$ cat src/design/sdm_pkg.sv
// Purpose: Shared constants and types for the cable driver mode control block.
// Assumes: One 250 MHz clock, synchronous active-high reset.
// Notes:   Register offsets are word indices on the plain register port.
package sdm_pkg;

    // Four-level strap states.
    typedef enum logic [1:0] {
        SDM_LVL_LOW  = 2'h0,
        SDM_LVL_R    = 2'h1,
        SDM_LVL_F    = 2'h2,
        SDM_LVL_HIGH = 2'h3
    } sdm_level_t;

    typedef enum logic [1:0] {
        SDM_MODE_NORMAL,
        SDM_MODE_SAVE,
        SDM_MODE_DOWN
    } sdm_mode_t;

    // Comparator outputs of one four-level pin: above 0.2, 0.5 and 0.8 of supply.
    typedef struct packed {
        logic above_80;
        logic above_50;
        logic above_20;
    } sdm_cmp_t;

    // Settings produced for the analog blocks.
    typedef struct packed {
        logic       manual_adapt_mode;
        logic [7:0] eq_boost;
        logic [1:0] loopback_drive_sel;
        logic       secondary_en;
        logic       loopback_en;
    } sdm_cfg_t;

    localparam int          SDM_ADDR_W        = 4;
    localparam int          SDM_DATA_W        = 32;
    localparam logic [3:0]  SDM_REG_STATUS    = 4'h0;
    localparam logic [3:0]  SDM_REG_CTRL      = 4'h1;
    localparam logic [3:0]  SDM_REG_BOOST     = 4'h2;
    localparam logic [3:0]  SDM_REG_IRQ_STAT  = 4'h3;
    localparam logic [3:0]  SDM_REG_IRQ_MASK  = 4'h4;
    localparam logic [3:0]  SDM_REG_STRAPS    = 4'h5;

    // Control register fields.
    localparam int SDM_CTRL_OVR_EQ    = 0;
    localparam int SDM_CTRL_OVR_ROUTE = 1;
    localparam int SDM_CTRL_MAN_MODE  = 2;
    localparam int SDM_CTRL_SEC_EN    = 3;
    localparam int SDM_CTRL_LB_EN     = 4;
    localparam int SDM_CTRL_OVR_LBDRV = 5;
    localparam int SDM_CTRL_LBDRV_LSB = 6;
    localparam int SDM_CTRL_W         = 8;

    // Interrupt status fields: signal found, signal lost, mode change.
    localparam int SDM_IRQ_W         = 3;
    localparam int SDM_IRQ_FOUND     = 0;
    localparam int SDM_IRQ_LOST      = 1;
    localparam int SDM_IRQ_MODE      = 2;

    localparam logic [SDM_CTRL_W-1:0] SDM_CTRL_RST  = 8'h04;
    localparam logic [7:0]            SDM_BOOST_RST = 8'h00;
    localparam logic [SDM_IRQ_W-1:0]  SDM_MASK_RST  = 3'h0;

    localparam logic [7:0] SDM_EQ_HF  = 8'h00;
    localparam logic [7:0] SDM_EQ_R   = 8'h80;
    localparam logic [7:0] SDM_EQ_LOW = 8'h90;

endpackage : sdm_pkg
$ cat src/design/sdm_mode_ctrl.sv
// Purpose: Strap decode, route select, equalizer boost and power mode control.
// Assumes: Comparator and detector inputs are asynchronous and are synchronised here.
// Notes:   Register read data stands in the cycle after the read strobe.
`timescale 1ns/100ps

////////////////////////////////////////////////////////////////////////////////
// Contract
// - Each four-level pin decodes to low, R, F or high at 0.2, 0.5, 0.8 supply.
// - An open pin biases to two thirds supply and decodes as F.
// - Primary always carries input; secondary and loopback enabled only when select is low. Here primary is enabled in normal mode only.
// - Signal detected with enable high gives normal operation.
// - Enable high and no signal enters power save automatically.
// - Signal detected in power save returns to normal automatically.
// - Enable low forces power-down regardless of signal.
// - Power save keeps detector and serial interface running.
// - Power-down keeps only serial interface running and ignores input.
// - Signal detect state readable on status pin and status register.
// - Equalizer uses manual adapt mode with fixed boost from strap or register.
// - Boost strap high or F gives 0x00, R gives 0x80, low gives 0x90.
// - Registers can override strap-selected adapt mode and boost.
// - Boost strap also selects loopback amplitude and de-emphasis.
// - Active-low status pin goes low once a valid signal is detected.
module sdm_mode_ctrl (
    // Clock and reset.
    input  wire logic                      clk_sys,
    input  wire logic                      reset,
    // Strap comparators.
    input  wire sdm_pkg::sdm_cmp_t         loopback_route_select_cmp,
    input  wire sdm_pkg::sdm_cmp_t         second_line_route_select_cmp,
    input  wire sdm_pkg::sdm_cmp_t         input_boost_strap_cmp,
    // Pins and detector.
    input  wire logic                      enable_pin,
    input  wire logic                      signal_detect_raw,
    // Register port.
    input  wire logic [3:0]                reg_addr,
    input  wire logic [31:0]               reg_wdata,
    input  wire logic                      reg_wr,
    input  wire logic                      reg_rd,
    output logic [31:0]                    reg_rdata,
    // Settings and power controls.
    output sdm_pkg::sdm_cfg_t              cfg,
    output logic                           primary_line_output_en,
    output logic                           detector_power_en,
    output logic                           datapath_power_en,
    output logic                           serial_if_power_en,
    output sdm_pkg::sdm_mode_t             mode,
    // Status pin, open drain, and interrupt.
    output logic                           detect_flag_n_out,
    output logic                           detect_flag_n_oe,
    output logic                           irq
);
    import sdm_pkg::*;

    // Three-bit comparator vector to a level; open pin sits at 2/3 so lands in F.
    function automatic sdm_level_t decode_level(input sdm_cmp_t c);
        if (c.above_80) begin
            decode_level = SDM_LVL_HIGH;
        end else if (c.above_50) begin
            decode_level = SDM_LVL_F;
        end else if (c.above_20) begin
            decode_level = SDM_LVL_R;
        end else begin
            decode_level = SDM_LVL_LOW;
        end
    endfunction : decode_level

    ////////////////////////////////////////////////////////////////////////////
    // Synchronisers.
    localparam int NSYNC = 11;
    logic [NSYNC-1:0] async_in;
    logic [NSYNC-1:0] sync1_ff;
    logic [NSYNC-1:0] sync2_ff;

    assign async_in = {loopback_route_select_cmp, second_line_route_select_cmp,
                       input_boost_strap_cmp, enable_pin, signal_detect_raw};

    genvar gi;
    generate
        for (gi = 0; gi < NSYNC; gi++) begin : g_sync
            always_ff @(posedge clk_sys) begin
                if (reset) begin
                    sync1_ff[gi] <= 1'b0;
                    sync2_ff[gi] <= 1'b0;
                end else begin
                    sync1_ff[gi] <= async_in[gi];
                    sync2_ff[gi] <= sync1_ff[gi];
                end
            end
        end
    endgenerate

    logic enable_s;
    logic detect_s;
    assign enable_s = sync2_ff[1];
    assign detect_s = sync2_ff[0];

    ////////////////////////////////////////////////////////////////////////////
    // Strap capture, once after reset release, then held.
    sdm_level_t lb_sel_ff;
    sdm_level_t sec_sel_ff;
    sdm_level_t boost_ff;
    logic [1:0] strap_wait_ff;

    always_ff @(posedge clk_sys) begin
        if (reset) begin
            strap_wait_ff <= 2'h0;
            lb_sel_ff     <= SDM_LVL_F;
            sec_sel_ff    <= SDM_LVL_F;
            boost_ff      <= SDM_LVL_F;
        end else if (strap_wait_ff != 2'h3) begin
            strap_wait_ff <= strap_wait_ff + 2'h1;
            if (strap_wait_ff == 2'h2) begin
                lb_sel_ff  <= decode_level(sdm_cmp_t'(sync2_ff[10:8]));
                sec_sel_ff <= decode_level(sdm_cmp_t'(sync2_ff[7:5]));
                boost_ff   <= decode_level(sdm_cmp_t'(sync2_ff[4:2]));
            end
        end
    end

    ////////////////////////////////////////////////////////////////////////////
    // Registers.
    logic [SDM_CTRL_W-1:0] ctrl_ff;
    logic [7:0]            boost_reg_ff;
    logic [SDM_IRQ_W-1:0]  irq_stat_ff;
    logic [SDM_IRQ_W-1:0]  irq_mask_ff;
    logic [SDM_IRQ_W-1:0]  irq_event;
    logic                  detect_d_ff;
    sdm_mode_t             mode_ff;
    sdm_mode_t             nxt_mode;

    always_ff @(posedge clk_sys) begin
        if (reset) begin
            ctrl_ff      <= SDM_CTRL_RST;
            boost_reg_ff <= SDM_BOOST_RST;
            irq_mask_ff  <= SDM_MASK_RST;
        end else if (reg_wr) begin
            if (reg_addr == SDM_REG_CTRL) begin
                ctrl_ff <= reg_wdata[SDM_CTRL_W-1:0];
            end
            if (reg_addr == SDM_REG_BOOST) begin
                boost_reg_ff <= reg_wdata[7:0];
            end
            if (reg_addr == SDM_REG_IRQ_MASK) begin
                irq_mask_ff <= reg_wdata[SDM_IRQ_W-1:0];
            end
        end
    end

    ////////////////////////////////////////////////////////////////////////////
    // Power mode machine.
    always_comb begin
        if (!enable_s) begin
            nxt_mode = SDM_MODE_DOWN;
        end else if (detect_s) begin
            nxt_mode = SDM_MODE_NORMAL;
        end else begin
            nxt_mode = SDM_MODE_SAVE;
        end
    end

    always_ff @(posedge clk_sys) begin
        if (reset) begin
            mode_ff <= SDM_MODE_DOWN;
        end else begin
            mode_ff <= nxt_mode;
        end
    end

    assign mode = mode_ff;

    always_comb begin
        detector_power_en  = 1'b0;
        datapath_power_en  = 1'b0;
        serial_if_power_en = 1'b1;
        unique case (mode_ff)
            SDM_MODE_NORMAL: begin
                detector_power_en = 1'b1;
                datapath_power_en = 1'b1;
            end
            SDM_MODE_SAVE: begin
                detector_power_en = 1'b1;
            end
            SDM_MODE_DOWN: begin
                detector_power_en = 1'b0;
            end
        endcase
    end

    ////////////////////////////////////////////////////////////////////////////
    // Detect flag, events and interrupt.
    logic detect_q;
    assign detect_q = detect_s && (mode_ff != SDM_MODE_DOWN);

    always_ff @(posedge clk_sys) begin
        if (reset) begin
            detect_d_ff <= 1'b0;
        end else begin
            detect_d_ff <= detect_q;
        end
    end

    assign irq_event[SDM_IRQ_FOUND] = detect_q && !detect_d_ff;
    assign irq_event[SDM_IRQ_LOST]  = !detect_q && detect_d_ff;
    assign irq_event[SDM_IRQ_MODE]  = (nxt_mode != mode_ff);

    // A read clears the status, but an event in the same cycle still sets it.
    always_ff @(posedge clk_sys) begin
        if (reset) begin
            irq_stat_ff <= '0;
        end else if (reg_rd && reg_addr == SDM_REG_IRQ_STAT) begin
            irq_stat_ff <= irq_event;
        end else begin
            irq_stat_ff <= irq_stat_ff | irq_event;
        end
    end

    assign irq = |(irq_stat_ff & irq_mask_ff);

    // Open drain: pin pulled low while a signal is detected.
    always_ff @(posedge clk_sys) begin
        if (reset) begin
            detect_flag_n_oe <= 1'b0;
        end else begin
            detect_flag_n_oe <= detect_q;
        end
    end

    assign detect_flag_n_out = 1'b0;

    ////////////////////////////////////////////////////////////////////////////
    // Settings with overrides.
    sdm_cfg_t nxt_cfg;

    always_comb begin
        nxt_cfg.manual_adapt_mode = 1'b1;
        unique case (boost_ff)
            SDM_LVL_HIGH, SDM_LVL_F: nxt_cfg.eq_boost = SDM_EQ_HF;
            SDM_LVL_R:               nxt_cfg.eq_boost = SDM_EQ_R;
            SDM_LVL_LOW:             nxt_cfg.eq_boost = SDM_EQ_LOW;
        endcase
        nxt_cfg.loopback_drive_sel = boost_ff;
        nxt_cfg.secondary_en = (sec_sel_ff == SDM_LVL_LOW);
        nxt_cfg.loopback_en  = (lb_sel_ff == SDM_LVL_LOW);
        if (ctrl_ff[SDM_CTRL_OVR_EQ]) begin
            nxt_cfg.manual_adapt_mode = ctrl_ff[SDM_CTRL_MAN_MODE];
            nxt_cfg.eq_boost          = boost_reg_ff;
        end
        if (ctrl_ff[SDM_CTRL_OVR_ROUTE]) begin
            nxt_cfg.secondary_en = ctrl_ff[SDM_CTRL_SEC_EN];
            nxt_cfg.loopback_en  = ctrl_ff[SDM_CTRL_LB_EN];
        end
        if (ctrl_ff[SDM_CTRL_OVR_LBDRV]) begin
            nxt_cfg.loopback_drive_sel = ctrl_ff[SDM_CTRL_LBDRV_LSB +: 2];
        end
    end

    always_ff @(posedge clk_sys) begin
        if (reset) begin
            cfg <= '0;
        end else begin
            cfg <= nxt_cfg;
        end
    end

    assign primary_line_output_en = datapath_power_en;

    ////////////////////////////////////////////////////////////////////////////
    // Read data.
    always_ff @(posedge clk_sys) begin
        if (reset) begin
            reg_rdata <= '0;
        end else if (reg_rd) begin
            unique case (reg_addr)
                SDM_REG_STATUS:   reg_rdata <= {28'h0, mode_ff, enable_s, detect_q};
                SDM_REG_CTRL:     reg_rdata <= {24'h0, ctrl_ff};
                SDM_REG_BOOST:    reg_rdata <= {24'h0, boost_reg_ff};
                SDM_REG_IRQ_STAT: reg_rdata <= {29'h0, irq_stat_ff};
                SDM_REG_IRQ_MASK: reg_rdata <= {29'h0, irq_mask_ff};
                SDM_REG_STRAPS:   reg_rdata <= {26'h0, boost_ff, sec_sel_ff, lb_sel_ff};
                default:          reg_rdata <= '0;
            endcase
        end else begin
            reg_rdata <= '0;
        end
    end

endmodule : sdm_mode_ctrl

$ cat config.mk
export PLATFORM = sky130hd
export DESIGN_NAME = sdm_mode_ctrl
export DESIGN_NICKNAME = d
export VERILOG_FILES = /design/src/design/sdm_pkg.sv /design/src/design/sdm_mode_ctrl.sv
export SDC_FILE = /design/constraint.sdc
export NUM_CORES = 1
export LEC_CHECK = 0
export ABC_CLOCK_PERIOD_IN_PS = 1550
export BUFFER_PORTS_ARGS = -buffer_cell sky130_fd_sc_hd__buf_2
export CAP_MARGIN = 5
export CORE_MARGIN = 8
export CORE_UTILIZATION = 50
export DETAILED_ROUTE_END_ITERATION = 6
export PLACE_DENSITY = 0.85
export SLEW_MARGIN = 20
export SYNTH_ARGS = -nofsm -noshare
export SYNTH_HDL_FRONTEND = slang
export SYNTH_SLANG_ARGS = --single-unit
$ cat constraint.sdc
create_clock -name clk_sys -period 1.55 [get_ports clk_sys]
set_input_delay 0.0775 -clock clk_sys [delete_from_list [all_inputs] [get_ports clk_sys]]
set_output_delay 0.0775 -clock clk_sys [all_outputs]
set_load 0.01 [all_outputs]
==> results.json <==
{
  "io_buffer_count": 54,
  "chipHeight_um": 94.29,
  "status": "complete, no violations",
  "ys_warn_count": 0,
  "setup_tns_ns": 0,
  "gp_congestion": 0.8422,
  "core-area_sq_um": 5921,
  "via_per_inst": 5.030,
  "ant_nets": 0,
  "crit_required_ns": 1.78,
  "areaGrowthSynthToFinish_pct": 18.21,
  "gr-usage-all-layers_pct": 14.74,
  "n_antenna_cell": 0,
  "final_cells": 468,
  "pwr-share-comb_pct": 10.7,
  "pwr-share-clk_pct": 38.7,
  "rows": 28,
  "p_sw_uw": 1011,
  "rsz0062_at_grt": "false",
  "setup_violations": 0,
  "die_w_um": 94.29,
  "maxSlewViolCount": 0,
  "grt_pass1_wl_um": 10410,
  "worst_slack_ns": 0.1963,
  "grt_pass1_vias": 2282,
  "firstDrtPassIters": 4,
  "sw_frac_of_total_pct": 24.33,
  "initial_core_util_pct": 51.75,
  "syn_inst": 324,
  "nNetsFinal": 441,
  "postCtsSetupRepairBufs": 0,
  "seqPwrFrac_pct": 50.6,
  "via_count": 2354,
  "crit_fanout": 12,
  "arrival_ns": 1.59,
  "fin_area_sq_um": 3622,
  "drcViolationCount": 0,
  "crit_type": "flip-flop to flip-flop",
  "skew_ns": 0.01370,
  "yosysSeqAreaShare_pct": 49.65,
  "wl_um": 6367,
  "power_density_nw_per_um2": 1147,
  "dieArea_sq_um": 8890,
  "synth_area_sq_um": 3064,
  "hold_class": "primary input to flip-flop",
  "r2r_slack_ns": 0.20,
  "path_clk_slew_ns": 0.08,
  "power_uw": 4156,
  "clock_latency_ns": 0.35,
  "cts_num_sinks": 76,
  "cts_root_buffer": "clkbuf_8",
  "routedWlPerCell_um": 13.60,
  "h-tree-depth": 3,
  "ys_types": 40,
  "dp_cells": 436,
  "fmax_mhz": 738.7,
  "antenna_found_initial": 0,
  "first_iter_violations": 148,
  "crit_path_end_kind": "flip-flop",
  "internal-power_uw": 3145,
  "post_cts_resize_count": 0,
  "cts_tree": "yes",
  "cts_buffers": 9,
  "dp_hpwl_um": 4544,
  "grt_start_max_net_pins": 46,
  "clock_path_buffers": 2,
  "gr-total-overflow": 0,
  "ir_drop_v": 0.0007433,
  "period_share_pct": 87.34,
  "placed_cell_area_sq_um": 3246,
  "layout-drive-gt1-share_pct": 21.88,
  "fill_cells": 496,
  "synth-seq-cells": 76,
  "pre_cts_slack_ns": 0.2080,
  "ios": 105,
  "timing.max_cap.violations": 0,
  "leakage_uw": 0.001535,
  "avgSynthCellArea_sq_um": 9.457,
  "period_minus_slack_ns": 1.354,
  "crit_path_start_kind": "flip-flop",
  "finalHoldViolCount": 0
}
-- state kept, by name, indices dropped and copies added (netlist names) --
signal and cells:
boost_ff 2, boost_reg_ff 8, cfg 13, ctrl_ff 8, detect_flag_n_oe 1, detect_s 1
enable_s 1, irq_mask_ff 3, irq_stat_ff 3, lb_sel_ff 2, mode 2, reg_rdata 8
sec_sel_ff 2, strap_wait_ff 2, sync1_ff 11, sync2_ff 9
-- Yosys cell counts --
library cell   n  area (sq um)
and2_1         6         37.54
mux2i_1        5         50.05
buf_2          3         15.01
nand2_1        1         3.750
or2_2          3         18.77
a31oi_1        1         6.260
or2_4          1         8.760
a22oi_1        4         30.03
or4b_4         1         13.76
a222oi_1       1         10.01
o21ai_0        9         45.04
a211oi_1       3         22.52
nand3_1       19         95.09
a311o_1        1         10.01
a21oi_1       36         180.2
a32oi_1        2         17.52
nand2b_1       3         18.77
nor3b_1        1         7.510
nand2b_4       1         13.76
xnor2_1        1         8.760
xor2_1         1         8.760
nand4_1        4         25.02
or3_1          4         25.02
o21ai_1       13         65.06
nor3_1         6         30.03
nor2b_1       25         156.4
o22ai_1        1         6.260
and2b_2        2         17.52
conb_1         2         7.510
nor2_1        27         101.4
dfxtp_1       76          1521
clkbuf_1       8         30.03
or3b_4         1         11.26
nor3b_4        1         18.77
inv_1         10         37.54
mux2_2         5         56.30
ha_1           2         25.02
mux4_1         2         52.55
buf_4         28         210.2
buf_6          4         45.04
-- timing repair --
action,in CTS,in global routing
setup endpoints to repair,0,0
hold buffers,16,0
endpoints found under the hold margin,19,0
-- per-stage QoR --
stage               hold WS (ns)  util, %
floorplan                 0.2057        -
global route            0.005107    61.18
CTS                     0.001602    61.18
finish                   0.02210    61.18
detailed placement        0.2892    54.82
global placement          0.2888    54.82
-- cell type report --
cell class	count	area (sq um)	area share, %
sequential	76	1521	42.00
multi-input combinational	219	1295	35.75
timing repair buffer	72	457.9	12.64
clock buffer	10	127.6	3.523
tap	75	93.84	2.591
clock inverter	6	88.84	2.453
inverter	10	37.54	1.036
-- per-layer routing --
metal	up-vias	track usage, %	part of all wire (%)	routed length [um]
met5	-	0	0	0
met4	0	7.794	2.0	126
met3	11	5.196	8.1	517
met2	82	23.17	47	2989
met1	1076	17.18	43	2733
li1	1185	-	-	-
-- power by group through the flow --
stage | logic, uW | registers (uW) | clock network [uW]
5_1_grt | 497 | 2110 | 1740
3_5_place_dp | 407 | 2150 | 0
2_1_floorplan | 344 | 2140 | 0
3_3_place_gp | 397 | 2140 | 0
6_report | 443 | 2100 | 1610
4_1_cts | 440 | 2100 | 1650
-- final timing paths --
kind,start,endpoint,depth (start not counted)
setup / recovery,strap_wait_ff[0]$_SDFFE_PP0P_,sec_sel_ff[1]$_SDFFE_PP1P_,5
hold / removal,reg_wdata[1],irq_mask_ff[1]$_SDFFE_PP0P_,3
setup reg to reg,strap_wait_ff[0]$_SDFFE_PP0P_,sec_sel_ff[1]$_SDFFE_PP1P_,5
hold reg to reg,sync1_ff[5]$_SDFF_PP0_,sync2_ff[5]$_SDFF_PP0_,1
-- critical path: stages, from the launching register on --
cell     delay [ns]
dfxtp_1        0.38
inv_1          0.06
ha_1           0.33
nor2_1         0.16
a21oi_1        0.04
or2_2          0.28
-- cells in the final DEF (no fill, tap or decap), types with 10 or more instances in the layout --
cell           netlist  routed
o21ai_1             13      13
a21oi_1             36      36
inv_1               10      10
buf_2                3      54
nand3_1             19      19
conb_1               2      26
dfxtp_1             76      76
nor2b_1             25      25
nor2_1              27      27
dlygate4sd3_1        0      16
-- cell families after synthesis --
kind of cell	count (synthesis)	share of synthesized area, %
other	2	0.2451
and+or+nand+nor	106	19.68
muxes	12	5.186
AOI/OAI and AO/OA	71	12.82
adders and majority gates	2	0.8165
xor gates and xnor gates	2	0.5718
buffers and inverters	53	11.02
DFF	76	49.65
Power figures use the tool's default switching activity.
